`src/hdl/sbuf_defines.svh`:
```
// Constants of the smoothing buffer.
// Assumes inclusion by bare name.
`ifndef SBUF_DEFINES_SVH
`define SBUF_DEFINES_SVH

// ==========================================================================
// Register byte offsets
`define SBUF_OFS_CTRL       12'h000
`define SBUF_OFS_FILL       12'h004
`define SBUF_OFS_STATUS     12'h008
`define SBUF_OFS_INT_STAT   12'h00c
`define SBUF_OFS_INT_MASK   12'h010

// ==========================================================================
// Control register fields
`define SBUF_CTRL_RATE_CONV 0
`define SBUF_CTRL_BALANCED  1
`define SBUF_CTRL_RESET     2'h0
`define SBUF_FILL_RESET     10'h000

// ==========================================================================
// Status register fields
`define SBUF_ST_WR_LSB      0
`define SBUF_ST_RD_LSB      4
`define SBUF_ST_CARD_ERR    8
`define SBUF_ST_ACTIVE      9
`define SBUF_ST_LEAD        10
`define SBUF_ST_LAG         11
`define SBUF_ST_WORD_LSB    16

// ==========================================================================
// Interrupt status and mask fields
`define SBUF_INT_CARD_ERR   0
`define SBUF_INT_ACT_LOSS   1
`define SBUF_INT_MISMATCH   2
`define SBUF_INT_RESET      3'h0

// ==========================================================================
// Store geometry and frame positions
`define SBUF_ADDR_W         4
`define SBUF_WR_ADDR_RESET  4'h8
`define SBUF_RD_ADDR_RESET  4'h0
`define SBUF_WORD_W         10
`define SBUF_INHIBIT_STAGES 5

// ==========================================================================
// Timing: end-of-scan activity window in clocks
`define SBUF_ACT_CYCLES     2000

`endif

```
`src/hdl/sbuf_pkg.sv`:
```
// Types shared by the smoothing buffer modules.
// Assumes the constants header is on the include path.
`include "sbuf_defines.svh"

package sbuf_pkg;
    // Diagnostic compare sequence, one-hot
    typedef enum logic [2:0] {
        SBUF_DG_IDLE  = 3'b001,
        SBUF_DG_ARMED = 3'b010,
        SBUF_DG_CMP   = 3'b100
    } sbuf_diag_t;
endpackage

```
`src/hdl/sbuf_rate_conv.sv`:
```
// Coarse rate conversion: word counter, word-29 inhibit, reversed compare.
// Assumes one-cycle pulses already synchronised to the system clock.
`timescale 1ns/1ps
`include "sbuf_defines.svh"

module sbuf_rate_conv
    import sbuf_pkg::*;
#(
    parameter int WORD_W = `SBUF_WORD_W
) (
    input  wire logic              clk,
    input  wire logic              rst_b,
    input  wire logic              enable,      // Rate conversion selected
    input  wire logic              eos,         // End-of-scan pulse
    input  wire logic              w24,         // Word 24 strobe level
    input  wire logic              mf31,        // Minor frame 31 level
    input  wire logic [WORD_W-1:0] fill_count,  // Fill-bit count B
    input  wire logic              wclk_in,     // Gated clock pulse in
    output logic                   wclk_out,    // Thinned gated clock pulse
    output logic [WORD_W-1:0]      word_count,  // Current word count
    output logic                   hold         // Word 29 inhibit
);

    // ======================================================================
    // Declarations
    logic [`SBUF_INHIBIT_STAGES-1:0] inh_sr_r;  // Word 24 marker delay line
    logic [WORD_W-1:0]               word_r;    // Word counter
    logic                            del_pend_r; // One deletion owed this word
    logic                            below;     // Reversed count below fill
    logic                            eat;       // Gated clock removed now

    // Bit reversal of the word count
    function automatic logic [WORD_W-1:0] reverse(input logic [WORD_W-1:0] v);
        logic [WORD_W-1:0] r;
        r = '0;
        for (int i = 0; i < WORD_W; i++) begin
            r[i] = v[WORD_W-1-i];
        end
        return r;
    endfunction

    // ======================================================================
    // Word-29 inhibit shift register
    // word 24 marker
    always_ff @(posedge clk or negedge rst_b) begin
        if (!rst_b) begin
            inh_sr_r <= '0;
        end else if (eos) begin
            inh_sr_r <= {inh_sr_r[`SBUF_INHIBIT_STAGES-2:0], w24};
        end
    end
    assign hold = inh_sr_r[`SBUF_INHIBIT_STAGES-1];

    // ======================================================================
    // Word counter
    always_ff @(posedge clk or negedge rst_b) begin
        if (!rst_b) begin
            word_r <= '0;
        end else if (eos) begin
            // preset at frame end
            if (w24 && mf31) begin
                word_r <= '0;
            // hold during word 29
            end else if (!hold) begin
                // advance per scan
                word_r <= word_r + 1'b1;
            end
        end
    end
    assign word_count = word_r;

    // ======================================================================
    // Comparator and deletion
    // reversed A below B
    assign below = reverse(word_r) < fill_count;
    // thin only when allowed
    assign eat      = enable && !hold && del_pend_r && wclk_in;
    assign wclk_out = wclk_in && !eat;

    // One deletion armed per word
    always_ff @(posedge clk or negedge rst_b) begin
        if (!rst_b) begin
            del_pend_r <= 1'b0;
        end else if (eos) begin
            del_pend_r <= below;
        end else if (eat) begin
            del_pend_r <= 1'b0;
        end
    end

endmodule

```
`src/hdl/sbuf_top.sv`:
```
// Channel smoothing buffer: elastic store, output stage, diagnostics, APB.
// Assumes link pins arrive asynchronous to CLK_SYS and run well below it.
//
// Added by the designer: the address map and the APB interface to the registers.
`timescale 1ns/1ps
`include "sbuf_defines.svh"

// Overview of operation
// Write counter steps per gated clock
// Read counter steps per read clock
// Output clock registers data, drives timing
// Balanced gives complements, unbalanced true only
// Scan activity loss inhibits data output
// Write and read kept eight apart
// Phase error steers oscillator gradually
// Thinning only in rate conversion mode
// Word counter per scan, preset frame end
// Word 29 inhibit holds counter, no deletion
// Inhibit gated clock while A below B
// Word count applied bit reversed
// Word24 bit0 captures address and data
// Address match arms compare next clock
// Latched bit versus output bit compared
// Any error input latches card error
// Card error cleared only by reset pin
// Self test forces card error
// Environment supplies tracking read clock
module sbuf_top
    import sbuf_pkg::*;
#(
    parameter int ACT_CYCLES = `SBUF_ACT_CYCLES
) (
    input  wire logic        CLK_SYS,
    input  wire logic        RST_B,
    // APB slave
    input  wire logic        PSEL,
    input  wire logic        PENABLE,
    input  wire logic        PWRITE,
    input  wire logic [11:0] PADDR,
    input  wire logic [31:0] PWDATA,
    output logic [31:0]      PRDATA,
    output logic             PREADY,
    output logic             PSLVERR,
    output logic             IRQ,
    // Demultiplexer side
    input  wire logic        GATED_WRITE_CLOCK,
    input  wire logic        CHANNEL_DATA_IN,
    input  wire logic        END_OF_SCAN_PULSE,
    input  wire logic        WORD24_STROBE,
    input  wire logic        WORD24_BIT0_STROBE,
    input  wire logic        MINOR_FRAME31,
    // Recovered read clock
    input  wire logic        READ_CLOCK,
    output logic             PHASE_LEAD,
    output logic             PHASE_LAG,
    // Line side
    output logic             CHANNEL_DATA_OUT,
    output logic             CHANNEL_DATA_OUT_N,
    output logic             CHANNEL_TIMING_OUT,
    output logic             CHANNEL_TIMING_OUT_N,
    input  wire logic        DATA_DRIVER_ERR,
    input  wire logic        TIMING_DRIVER_ERR,
    // Front panel and overhead
    input  wire logic        ERROR_RESET,
    input  wire logic        SELF_TEST_FORCE,
    output logic             CARD_ERROR_STUFF_REQUEST_N
);

    // ======================================================================
    // Pin index map
    localparam int NPIN   = 11;
    localparam int P_GW   = 0;
    localparam int P_DIN  = 1;
    localparam int P_EOS  = 2;
    localparam int P_W24  = 3;
    localparam int P_W240 = 4;
    localparam int P_MF31 = 5;
    localparam int P_RCK  = 6;
    localparam int P_DERR = 7;
    localparam int P_TERR = 8;
    localparam int P_ERST = 9;
    localparam int P_ST   = 10;
    localparam int AW     = `SBUF_ADDR_W;
    localparam int WW     = `SBUF_WORD_W;
    localparam int ACT_W  = $clog2(ACT_CYCLES + 1);

    // ======================================================================
    // Declarations
    logic [NPIN-1:0] pin_raw;                   // Raw pin vector
    logic [NPIN-1:0] pin_s1_r;                  // Synchroniser stage one
    logic [NPIN-1:0] pin_s2_r;                  // Synchroniser stage two
    logic [NPIN-1:0] pin_s3_r;                  // Delayed copy for edges
    logic [NPIN-1:0] pin_rise;                  // Rising edges
    logic            gw_pulse;                  // Gated clock edge
    logic            gw_thin;                   // After rate conversion
    logic            rck_pulse;                 // Read clock edge
    logic            eos_pulse;                 // End-of-scan edge
    logic            store_r [2**AW];           // Elastic store
    logic [AW-1:0]   wr_addr_r;                 // Write address counter
    logic [AW-1:0]   rd_addr_r;                 // Read address counter
    logic            dout_r;                    // Data output buffer
    logic [ACT_W-1:0] act_cnt_r;                // Activity timer
    logic            active;                    // Scans are arriving
    logic            active_d_r;                // Previous activity state
    logic [AW-1:0]   cap_addr_r;                // Diagnostic address latch
    logic            cap_data_r;                // Diagnostic data latch
    sbuf_diag_t      diag_r;                    // Diagnostic sequence
    logic            mismatch;                  // Compare failure pulse
    logic            card_err_r;                // Latched card error
    logic            card_err_d_r;              // Previous card error
    logic            lead_r;                    // Read ahead of write
    logic            lag_r;                     // Read behind write
    logic [1:0]      ctrl_r;                    // Mode control
    logic [WW-1:0]   fill_r;                    // Fill-bit count
    logic [2:0]      int_stat_r;                // Sticky events
    logic [2:0]      int_mask_r;                // Event enables
    logic [2:0]      int_ev;                    // Event pulses
    logic [2:0]      int_clr;                   // Write-one clear bits
    logic [WW-1:0]   word_count;                // Rate converter count
    logic            rc_hold;                   // Word 29 inhibit
    logic            apb_wr;                    // Write access phase
    logic            apb_setup;                 // Setup phase
    logic [31:0]     rd_mux;                    // Read data selection
    logic            mapped;                    // Address decodes

    // ======================================================================
    // Input synchronisers
    assign pin_raw = {SELF_TEST_FORCE, ERROR_RESET, TIMING_DRIVER_ERR, DATA_DRIVER_ERR,
                      READ_CLOCK, MINOR_FRAME31, WORD24_BIT0_STROBE, WORD24_STROBE,
                      END_OF_SCAN_PULSE, CHANNEL_DATA_IN, GATED_WRITE_CLOCK};

    // Two flops then an edge copy
    always_ff @(posedge CLK_SYS or negedge RST_B) begin
        if (!RST_B) begin
            pin_s1_r <= '0;
            pin_s2_r <= '0;
            pin_s3_r <= '0;
        end else begin
            pin_s1_r <= pin_raw;
            pin_s2_r <= pin_s1_r;
            pin_s3_r <= pin_s2_r;
        end
    end

    assign pin_rise  = pin_s2_r & ~pin_s3_r;
    assign gw_pulse  = pin_rise[P_GW];
    assign rck_pulse = pin_rise[P_RCK];
    assign eos_pulse = pin_rise[P_EOS];

    // ======================================================================
    // Coarse rate conversion
    sbuf_rate_conv #(
        .WORD_W     (WW)
    ) u_rate_conv (
        .clk        (CLK_SYS),
        .rst_b      (RST_B),
        .enable     (ctrl_r[`SBUF_CTRL_RATE_CONV]),
        .eos        (eos_pulse),
        .w24        (pin_s2_r[P_W24]),
        .mf31       (pin_s2_r[P_MF31]),
        .fill_count (fill_r),
        .wclk_in    (gw_pulse),
        .wclk_out   (gw_thin),
        .word_count (word_count),
        .hold       (rc_hold)
    );

    // ======================================================================
    // Write side of the elastic store
    // step per gated clock
    always_ff @(posedge CLK_SYS or negedge RST_B) begin
        if (!RST_B) begin
            wr_addr_r <= `SBUF_WR_ADDR_RESET;
        end else if (gw_thin) begin
            wr_addr_r <= wr_addr_r + 1'b1;
        end
    end

    // Cleared at reset
    always_ff @(posedge CLK_SYS or negedge RST_B) begin
        if (!RST_B) begin
            for (int i = 0; i < 2**AW; i++) begin
                store_r[i] <= 1'b0;
            end
        end else if (gw_thin) begin
            store_r[wr_addr_r] <= pin_s2_r[P_DIN];
        end
    end

    // ======================================================================
    // Read side and output buffer
    // step per read clock
    always_ff @(posedge CLK_SYS or negedge RST_B) begin
        if (!RST_B) begin
            rd_addr_r <= `SBUF_RD_ADDR_RESET;
        end else if (rck_pulse) begin
            rd_addr_r <= rd_addr_r + 1'b1;
        end
    end

    // register data on output clock
    always_ff @(posedge CLK_SYS or negedge RST_B) begin
        if (!RST_B) begin
            dout_r <= 1'b0;
        end else if (rck_pulse) begin
            dout_r <= store_r[rd_addr_r];
        end
    end

    // line outputs
    assign CHANNEL_DATA_OUT     = dout_r && active;
    assign CHANNEL_DATA_OUT_N   = ctrl_r[`SBUF_CTRL_BALANCED] && active && !dout_r;
    assign CHANNEL_TIMING_OUT   = pin_s2_r[P_RCK];
    assign CHANNEL_TIMING_OUT_N = ctrl_r[`SBUF_CTRL_BALANCED] && !pin_s2_r[P_RCK];

    // ======================================================================
    // Phase detector
    // read minus write address compared against eight
    always_ff @(posedge CLK_SYS or negedge RST_B) begin
        if (!RST_B) begin
            lead_r <= 1'b0;
            lag_r  <= 1'b0;
        end else begin
            lead_r <= (rd_addr_r - wr_addr_r) > AW'(8);
            lag_r  <= (rd_addr_r - wr_addr_r) < AW'(8);
        end
    end
    // oscillator outside slews on these
    assign PHASE_LEAD = lead_r;
    assign PHASE_LAG  = lag_r;

    // ======================================================================
    // End-of-scan activity timer
    // retriggered by each scan
    always_ff @(posedge CLK_SYS or negedge RST_B) begin
        if (!RST_B) begin
            act_cnt_r <= '0;
        end else if (eos_pulse) begin
            act_cnt_r <= ACT_W'(ACT_CYCLES);
        end else if (act_cnt_r != '0) begin
            act_cnt_r <= act_cnt_r - 1'b1;
        end
    end
    assign active = act_cnt_r != '0;

    // ======================================================================
    // Diagnostic capture and compare
    // latch address and bit
    always_ff @(posedge CLK_SYS or negedge RST_B) begin
        if (!RST_B) begin
            cap_addr_r <= '0;
            cap_data_r <= 1'b0;
        end else if (diag_r == SBUF_DG_IDLE && pin_s2_r[P_W240] && gw_thin) begin
            cap_addr_r <= wr_addr_r;
            cap_data_r <= pin_s2_r[P_DIN];
        end
    end

    // Compare sequence
    always_ff @(posedge CLK_SYS or negedge RST_B) begin
        if (!RST_B) begin
            diag_r <= SBUF_DG_IDLE;
        end else begin
            unique case (diag_r)
                // Wait for the capture strobe
                SBUF_DG_IDLE: begin
                    if (pin_s2_r[P_W240] && gw_thin) begin
                        diag_r <= SBUF_DG_ARMED;
                    end
                end
                // match at an output clock, compare next clock
                SBUF_DG_ARMED: begin
                    if (rck_pulse && rd_addr_r == cap_addr_r) begin
                        diag_r <= SBUF_DG_CMP;
                    end
                end
                // Compare enable for one cycle
                SBUF_DG_CMP: begin
                    diag_r <= SBUF_DG_IDLE;
                end
            endcase
        end
    end

    // latched bit versus output
    assign mismatch = (diag_r == SBUF_DG_CMP) && (dout_r != cap_data_r);

    // ======================================================================
    // Composite card error latch
    always_ff @(posedge CLK_SYS or negedge RST_B) begin
        if (!RST_B) begin
            card_err_r <= 1'b0;
        // any error or self test
        end else if (mismatch || pin_s2_r[P_DERR] || pin_s2_r[P_TERR] || pin_s2_r[P_ST]) begin
            card_err_r <= 1'b1;
        // panel reset only
        end else if (pin_s2_r[P_ERST]) begin
            card_err_r <= 1'b0;
        end
    end
    // stuff request line, active low
    assign CARD_ERROR_STUFF_REQUEST_N = !card_err_r;

    // ======================================================================
    // Event history for interrupt edges
    always_ff @(posedge CLK_SYS or negedge RST_B) begin
        if (!RST_B) begin
            card_err_d_r <= 1'b0;
            active_d_r   <= 1'b0;
        end else begin
            card_err_d_r <= card_err_r;
            active_d_r   <= active;
        end
    end

    assign int_ev[`SBUF_INT_CARD_ERR] = card_err_r && !card_err_d_r;
    assign int_ev[`SBUF_INT_ACT_LOSS] = active_d_r && !active;
    assign int_ev[`SBUF_INT_MISMATCH] = mismatch;

    // ======================================================================
    // APB decode
    assign apb_setup = PSEL && !PENABLE;
    assign apb_wr    = PSEL && PENABLE && PWRITE;
    assign int_clr   = (apb_wr && PADDR == `SBUF_OFS_INT_STAT) ? PWDATA[2:0] : 3'h0;

    // Mapped offsets
    always_comb begin
        mapped = 1'b1;
        rd_mux = 32'h0000_0000;
        unique case (PADDR)
            `SBUF_OFS_CTRL:     rd_mux = {30'h0, ctrl_r};
            `SBUF_OFS_FILL:     rd_mux = {22'h0, fill_r};
            `SBUF_OFS_STATUS: begin
                rd_mux[`SBUF_ST_WR_LSB +: AW]   = wr_addr_r;
                rd_mux[`SBUF_ST_RD_LSB +: AW]   = rd_addr_r;
                rd_mux[`SBUF_ST_CARD_ERR]       = card_err_r;
                rd_mux[`SBUF_ST_ACTIVE]         = active;
                rd_mux[`SBUF_ST_LEAD]           = lead_r;
                rd_mux[`SBUF_ST_LAG]            = lag_r;
                rd_mux[`SBUF_ST_WORD_LSB +: WW] = word_count;
                rd_mux[31]                      = rc_hold;
            end
            `SBUF_OFS_INT_STAT: rd_mux = {29'h0, int_stat_r};
            `SBUF_OFS_INT_MASK: rd_mux = {29'h0, int_mask_r};
            default:            mapped = 1'b0;
        endcase
    end

    // Answer registered in setup, presented in access
    always_ff @(posedge CLK_SYS or negedge RST_B) begin
        if (!RST_B) begin
            PRDATA  <= 32'h0000_0000;
            PSLVERR <= 1'b0;
        end else if (apb_setup) begin
            PRDATA  <= PWRITE ? 32'h0000_0000 : rd_mux;
            PSLVERR <= !mapped;
        end
    end
    assign PREADY = 1'b1;

    // Control registers
    always_ff @(posedge CLK_SYS or negedge RST_B) begin
        if (!RST_B) begin
            ctrl_r     <= `SBUF_CTRL_RESET;
            fill_r     <= `SBUF_FILL_RESET;
            int_mask_r <= `SBUF_INT_RESET;
        end else if (apb_wr) begin
            if (PADDR == `SBUF_OFS_CTRL) begin
                ctrl_r <= PWDATA[1:0];
            end
            if (PADDR == `SBUF_OFS_FILL) begin
                fill_r <= PWDATA[WW-1:0];
            end
            if (PADDR == `SBUF_OFS_INT_MASK) begin
                int_mask_r <= PWDATA[2:0];
            end
        end
    end

    // ======================================================================
    // Sticky interrupt status, set wins over clear
    always_ff @(posedge CLK_SYS or negedge RST_B) begin
        if (!RST_B) begin
            int_stat_r <= `SBUF_INT_RESET;
        end else begin
            int_stat_r <= (int_stat_r & ~int_clr) | int_ev;
        end
    end

    assign IRQ = |(int_stat_r & int_mask_r);

endmodule

```
`config.mk`:
```
export PLATFORM = sky130hd
export DESIGN_NAME = sbuf_top
export DESIGN_NICKNAME = d
export VERILOG_FILES = /design/src/hdl/sbuf_pkg.sv /design/src/hdl/sbuf_rate_conv.sv /design/src/hdl/sbuf_top.sv
export VERILOG_INCLUDE_DIRS = /design/src /design/src/hdl
export SDC_FILE = /design/constraint.sdc
export NUM_CORES = 1
export LEC_CHECK = 0
export BUFFER_PORTS_ARGS = -buffer_cell sky130_fd_sc_hd__buf_2
export CAP_MARGIN = 20
export CORE_ASPECT_RATIO = 1.1
export CORE_MARGIN = 8
export CORE_UTILIZATION = 56
export CTS_CLUSTER_DIAMETER = 150
export DETAILED_ROUTE_END_ITERATION = 12
export MAX_ROUTING_LAYER = met4
export PLACE_DENSITY = 0.9
export SLEW_MARGIN = 5
export SYNTH_ARGS = -nofsm -noshare
export SYNTH_HDL_FRONTEND = slang
export SYNTH_SLANG_ARGS = --single-unit
```
`constraint.sdc`:
```
create_clock -name CLK_SYS -period 2.5 [get_ports CLK_SYS]
set_input_delay 0.125 -clock CLK_SYS [delete_from_list [all_inputs] [get_ports CLK_SYS]]
set_output_delay 0.125 -clock CLK_SYS [all_outputs]
set_load 0.02 [all_outputs]
```
==> impl_metrics.py <==
metrics = {
    "detailed_routing": {
        "wl_per_cell_um": 19.1,
        "drc": 0,
        "routed_wl_um": 14800,
        "first_pass_iters": 4,
        "ant_nets": 0,
        "vias": 4431,
        "via_per_inst": 5.73,
        "drtIter0Drc": 372,
    },
    "worst_hold_path": {
        "worstHoldStart": "PWDATA[1]",
        "hold_class": "input port to flop",
    },
    "clock_tree": {
        "clk_path_buf_depth": 2,
        "cts_buffers": 17,
        "clk_pin_slew_ps": 60,
        "clk_latency_ps": 420,
        "root_buffer": "clkbuf_16",
        "cts_htree_levels": 4,
        "cts.sinks": 132,
        "cts_tree": "done",
        "cts_setup_buffers": 0,
    },
    "sta": {
        "finClkSkew_ps": 12.0,
        "fmaxAchievable_mhz": 429,
        "period_share_pct": 93.2,
        "rsz0062_at_grt": "no",
        "hold_violations": 0,
        "tns_ps": 0,
        "postLayoutSetupSlackWorst_ps": 171,
        "max_slew.worst_pin.slew_ps": 762,
        "slew_violations": 0,
        "period_needed_ps": 2330,
        "finalSetupViolations": 0,
        "max-slew-margin-rel_pct": 48.5,
    },
    "power": {
        "swShare_pct": 29.3,
        "peakVddDrop_mv": 0.452,
        "p_comb_share_pct": 20.2,
        "clkPwrFrac_pct": 38.1,
        "switchingPower_mw": 2.02,
        "p_int_mw": 4.89,
        "power_density_nw_per_um2": 951,
        "seq_power_share_pct": 41.6,
        "power.leakage_nw": 3.41,
    },
    "floorplanning": {
        "initial_core_util_pct": 57.2,
        "io_pins": 102,
        "core_area_um2": 10400,
        "dieArea_um2": 14200,
        "chipWidth_um": 114,
        "rows": 39,
        "dieHeight_um": 124,
    },
    "setup_path": {
        "start_kind": "flop",
        "cp_data_required_time_ps": 2380,
        "critPathKind": "flop to output port",
        "ff2ff_path_depth": 6,
        "crit_start": "act_cnt_r[2]",
        "r2r_start": "act_cnt_r[1]",
        "r2r_end": "act_cnt_r[9]",
        "crit_fanout": 7,
        "crit_path_end_kind": "output port",
        "crit_path_end": "CHANNEL_DATA_OUT",
        "reg2reg_slack_ps": 360,
        "crit_arrival_ps": 2200,
    },
    "synth": {
        "ys_seq_area_share_pct": 55.6,
        "synth_seq_cells": 132,
        "synth.distinct_cells": 60,
        "synthFlopType": "dfrtp_1",
        "synth.top_cell.area_share_pct": 54.7,
        "synth_warnings": 0,
        "yosysMostFrequentCell": "dfrtp_1",
        "avgSynthCellArea_um2": 11.4,
        "netlist_top_cells_count": "130 x dfrtp_1, 68 x nand2_1, 36 x mux2_2",
        "ys_async_sr_fraction_pct": 100,
        "netlist_area_um2": 5950,
        "yosysTopAreaCell": "dfrtp_1",
        "syn_inst": 520,
        "synth.area.top_cells": "dfrtp_1 55%, mux2_2 6.8%, nand2_1 4.3%",
        "synth_edf_count": 0,
    },
    "placed_design": {
        "place.port_buffers": 69,
        "dp_hpwl_um": 9670,
        "pre_cts_slack_ps": 355,
        "dpl-instance-area_um2": 6420,
        "gp_congestion": 0.862,
    },
    "finish": {
        "postLayoutCellArea_um2": 7260,
        "drive_gt1_share_pct": 25.2,
        "nets": 695,
        "fin_util_pct": 69.9,
        "area_growth_pct": 22.1,
    },
    "global_routing": {
        "grt_pass1_wl_um": 24100,
        "grt_max_degree": 60,
        "grt_pass1_vias": 4708,
        "gr-total-overflow": 0,
        "grt_usage_pct": 22.8,
        "antenna_found_initial": 2,
    },
    "flow_run": {
        "maxCapViolCount": 0,
    },
    "outcome": {
        "outcome": "finished clean",
    },
}
## cell usage in the layout (no fill, tap or decap), types with 13 or more instances in the layout
master	instances
a21oi_1	13
a22o_1	15
buf_2	68
clkbuf_16	17
dfrtp_1	130
dlygate4sd3_1	20
ha_1	19
inv_1	23
mux2_2	36
nand2_1	68
nand3_1	13
nor2_1	30
o21ai_0	23
xnor2_1	16
## how the worst min path moves through the flow
stage / end / cells after the start
global placement: u_rate_conv.inh_sr_r[1] / 1
global route: ctrl_r[1] / 2
finish: fill_r[1] / 2
detailed placement: u_rate_conv.inh_sr_r[2] / 1
CTS: fill_r[1] / 2
floorplan: PHASE_LAG / 0
## per-stage QoR
stage / hold WS, ps / std cells / power (mW)
floorplan: -171 / 528 / 3.76
global placement: 117 / 719 / 4.08
detailed placement: 128 / 719 / 4.21
CTS: 10.3 / 771 / 6.92
global route: 33.4 / 773 / 7.21
finish: 31.1 / 773 / 6.91
## sequential cells by signal, summed over array words and instances (netlist names), 5 cells and up
signal                  cells
PRDATA                     23
act_cnt_r                  11
pin_s1_r                   11
u_rate_conv.inh_sr_r        5
u_rate_conv.word_count     10
store_r                    16
fill_r                     10
pin_s2_r                   11
## what timing repair did
action | 4_1_cts | 5_1_grt
endpoints found under the setup margin | 1 | 1
hold endpoints to repair | 59 | 0
resized for setup | 1 | 1
hold buffers | 20 | 0
## layer usage
layer	GRT usage, %	wire [um]	vias up
met5	-	0	-
met4	13.5	608	0
met3	5.67	962	70
met2	38.5	7740	200
met1	24.1	5460	2187
li1	-	-	1974
## power by group through the flow
stage | clock network (mW) | logic [mW] | registers [mW]
after floorplan | 0 | 1.05 | 2.71
after global placement | 0 | 1.23 | 2.85
after detailed placement | 0 | 1.32 | 2.89
after CTS | 2.65 | 1.41 | 2.86
after global routing | 2.76 | 1.54 | 2.91
final | 2.64 | 1.40 | 2.88
## cells by family after synthesis
| logic type | after synthesis | synth area share (%) |
|---|---|---|
| multiplexers | 44 | 9.00 |
| adder cells (fa/ha/maj) | 20 | 4.33 |
| other | 2 | 0.126 |
| AO/OA/AOI/OAI | 79 | 9.07 |
| AND/OR/NAND/NOR | 163 | 13.8 |
| XOR/XNOR | 27 | 3.98 |
| flip-flops | 132 | 55.6 |
| buffers and inverters | 53 | 4.16 |
## critical path, stage by stage (launching register included)
cell and delay [ps]:
dfrtp_1 420, nor4_2 440, and4b_2 420, inv_1 160, and2_1 190, buf_2 150
## cell type report
cell class | instances | area (um^2)
flip-flops and latches | 132 | 3310
fillers | 699 | 3130
multi-input cells | 343 | 2430
repair buffers | 98 | 628
clock buffers | 23 | 478
well taps | 143 | 179
clock inverters | 9 | 150
inverters | 23 | 86.3
diodes | 2 | 5.00
Power figures use the tool's default switching activity.
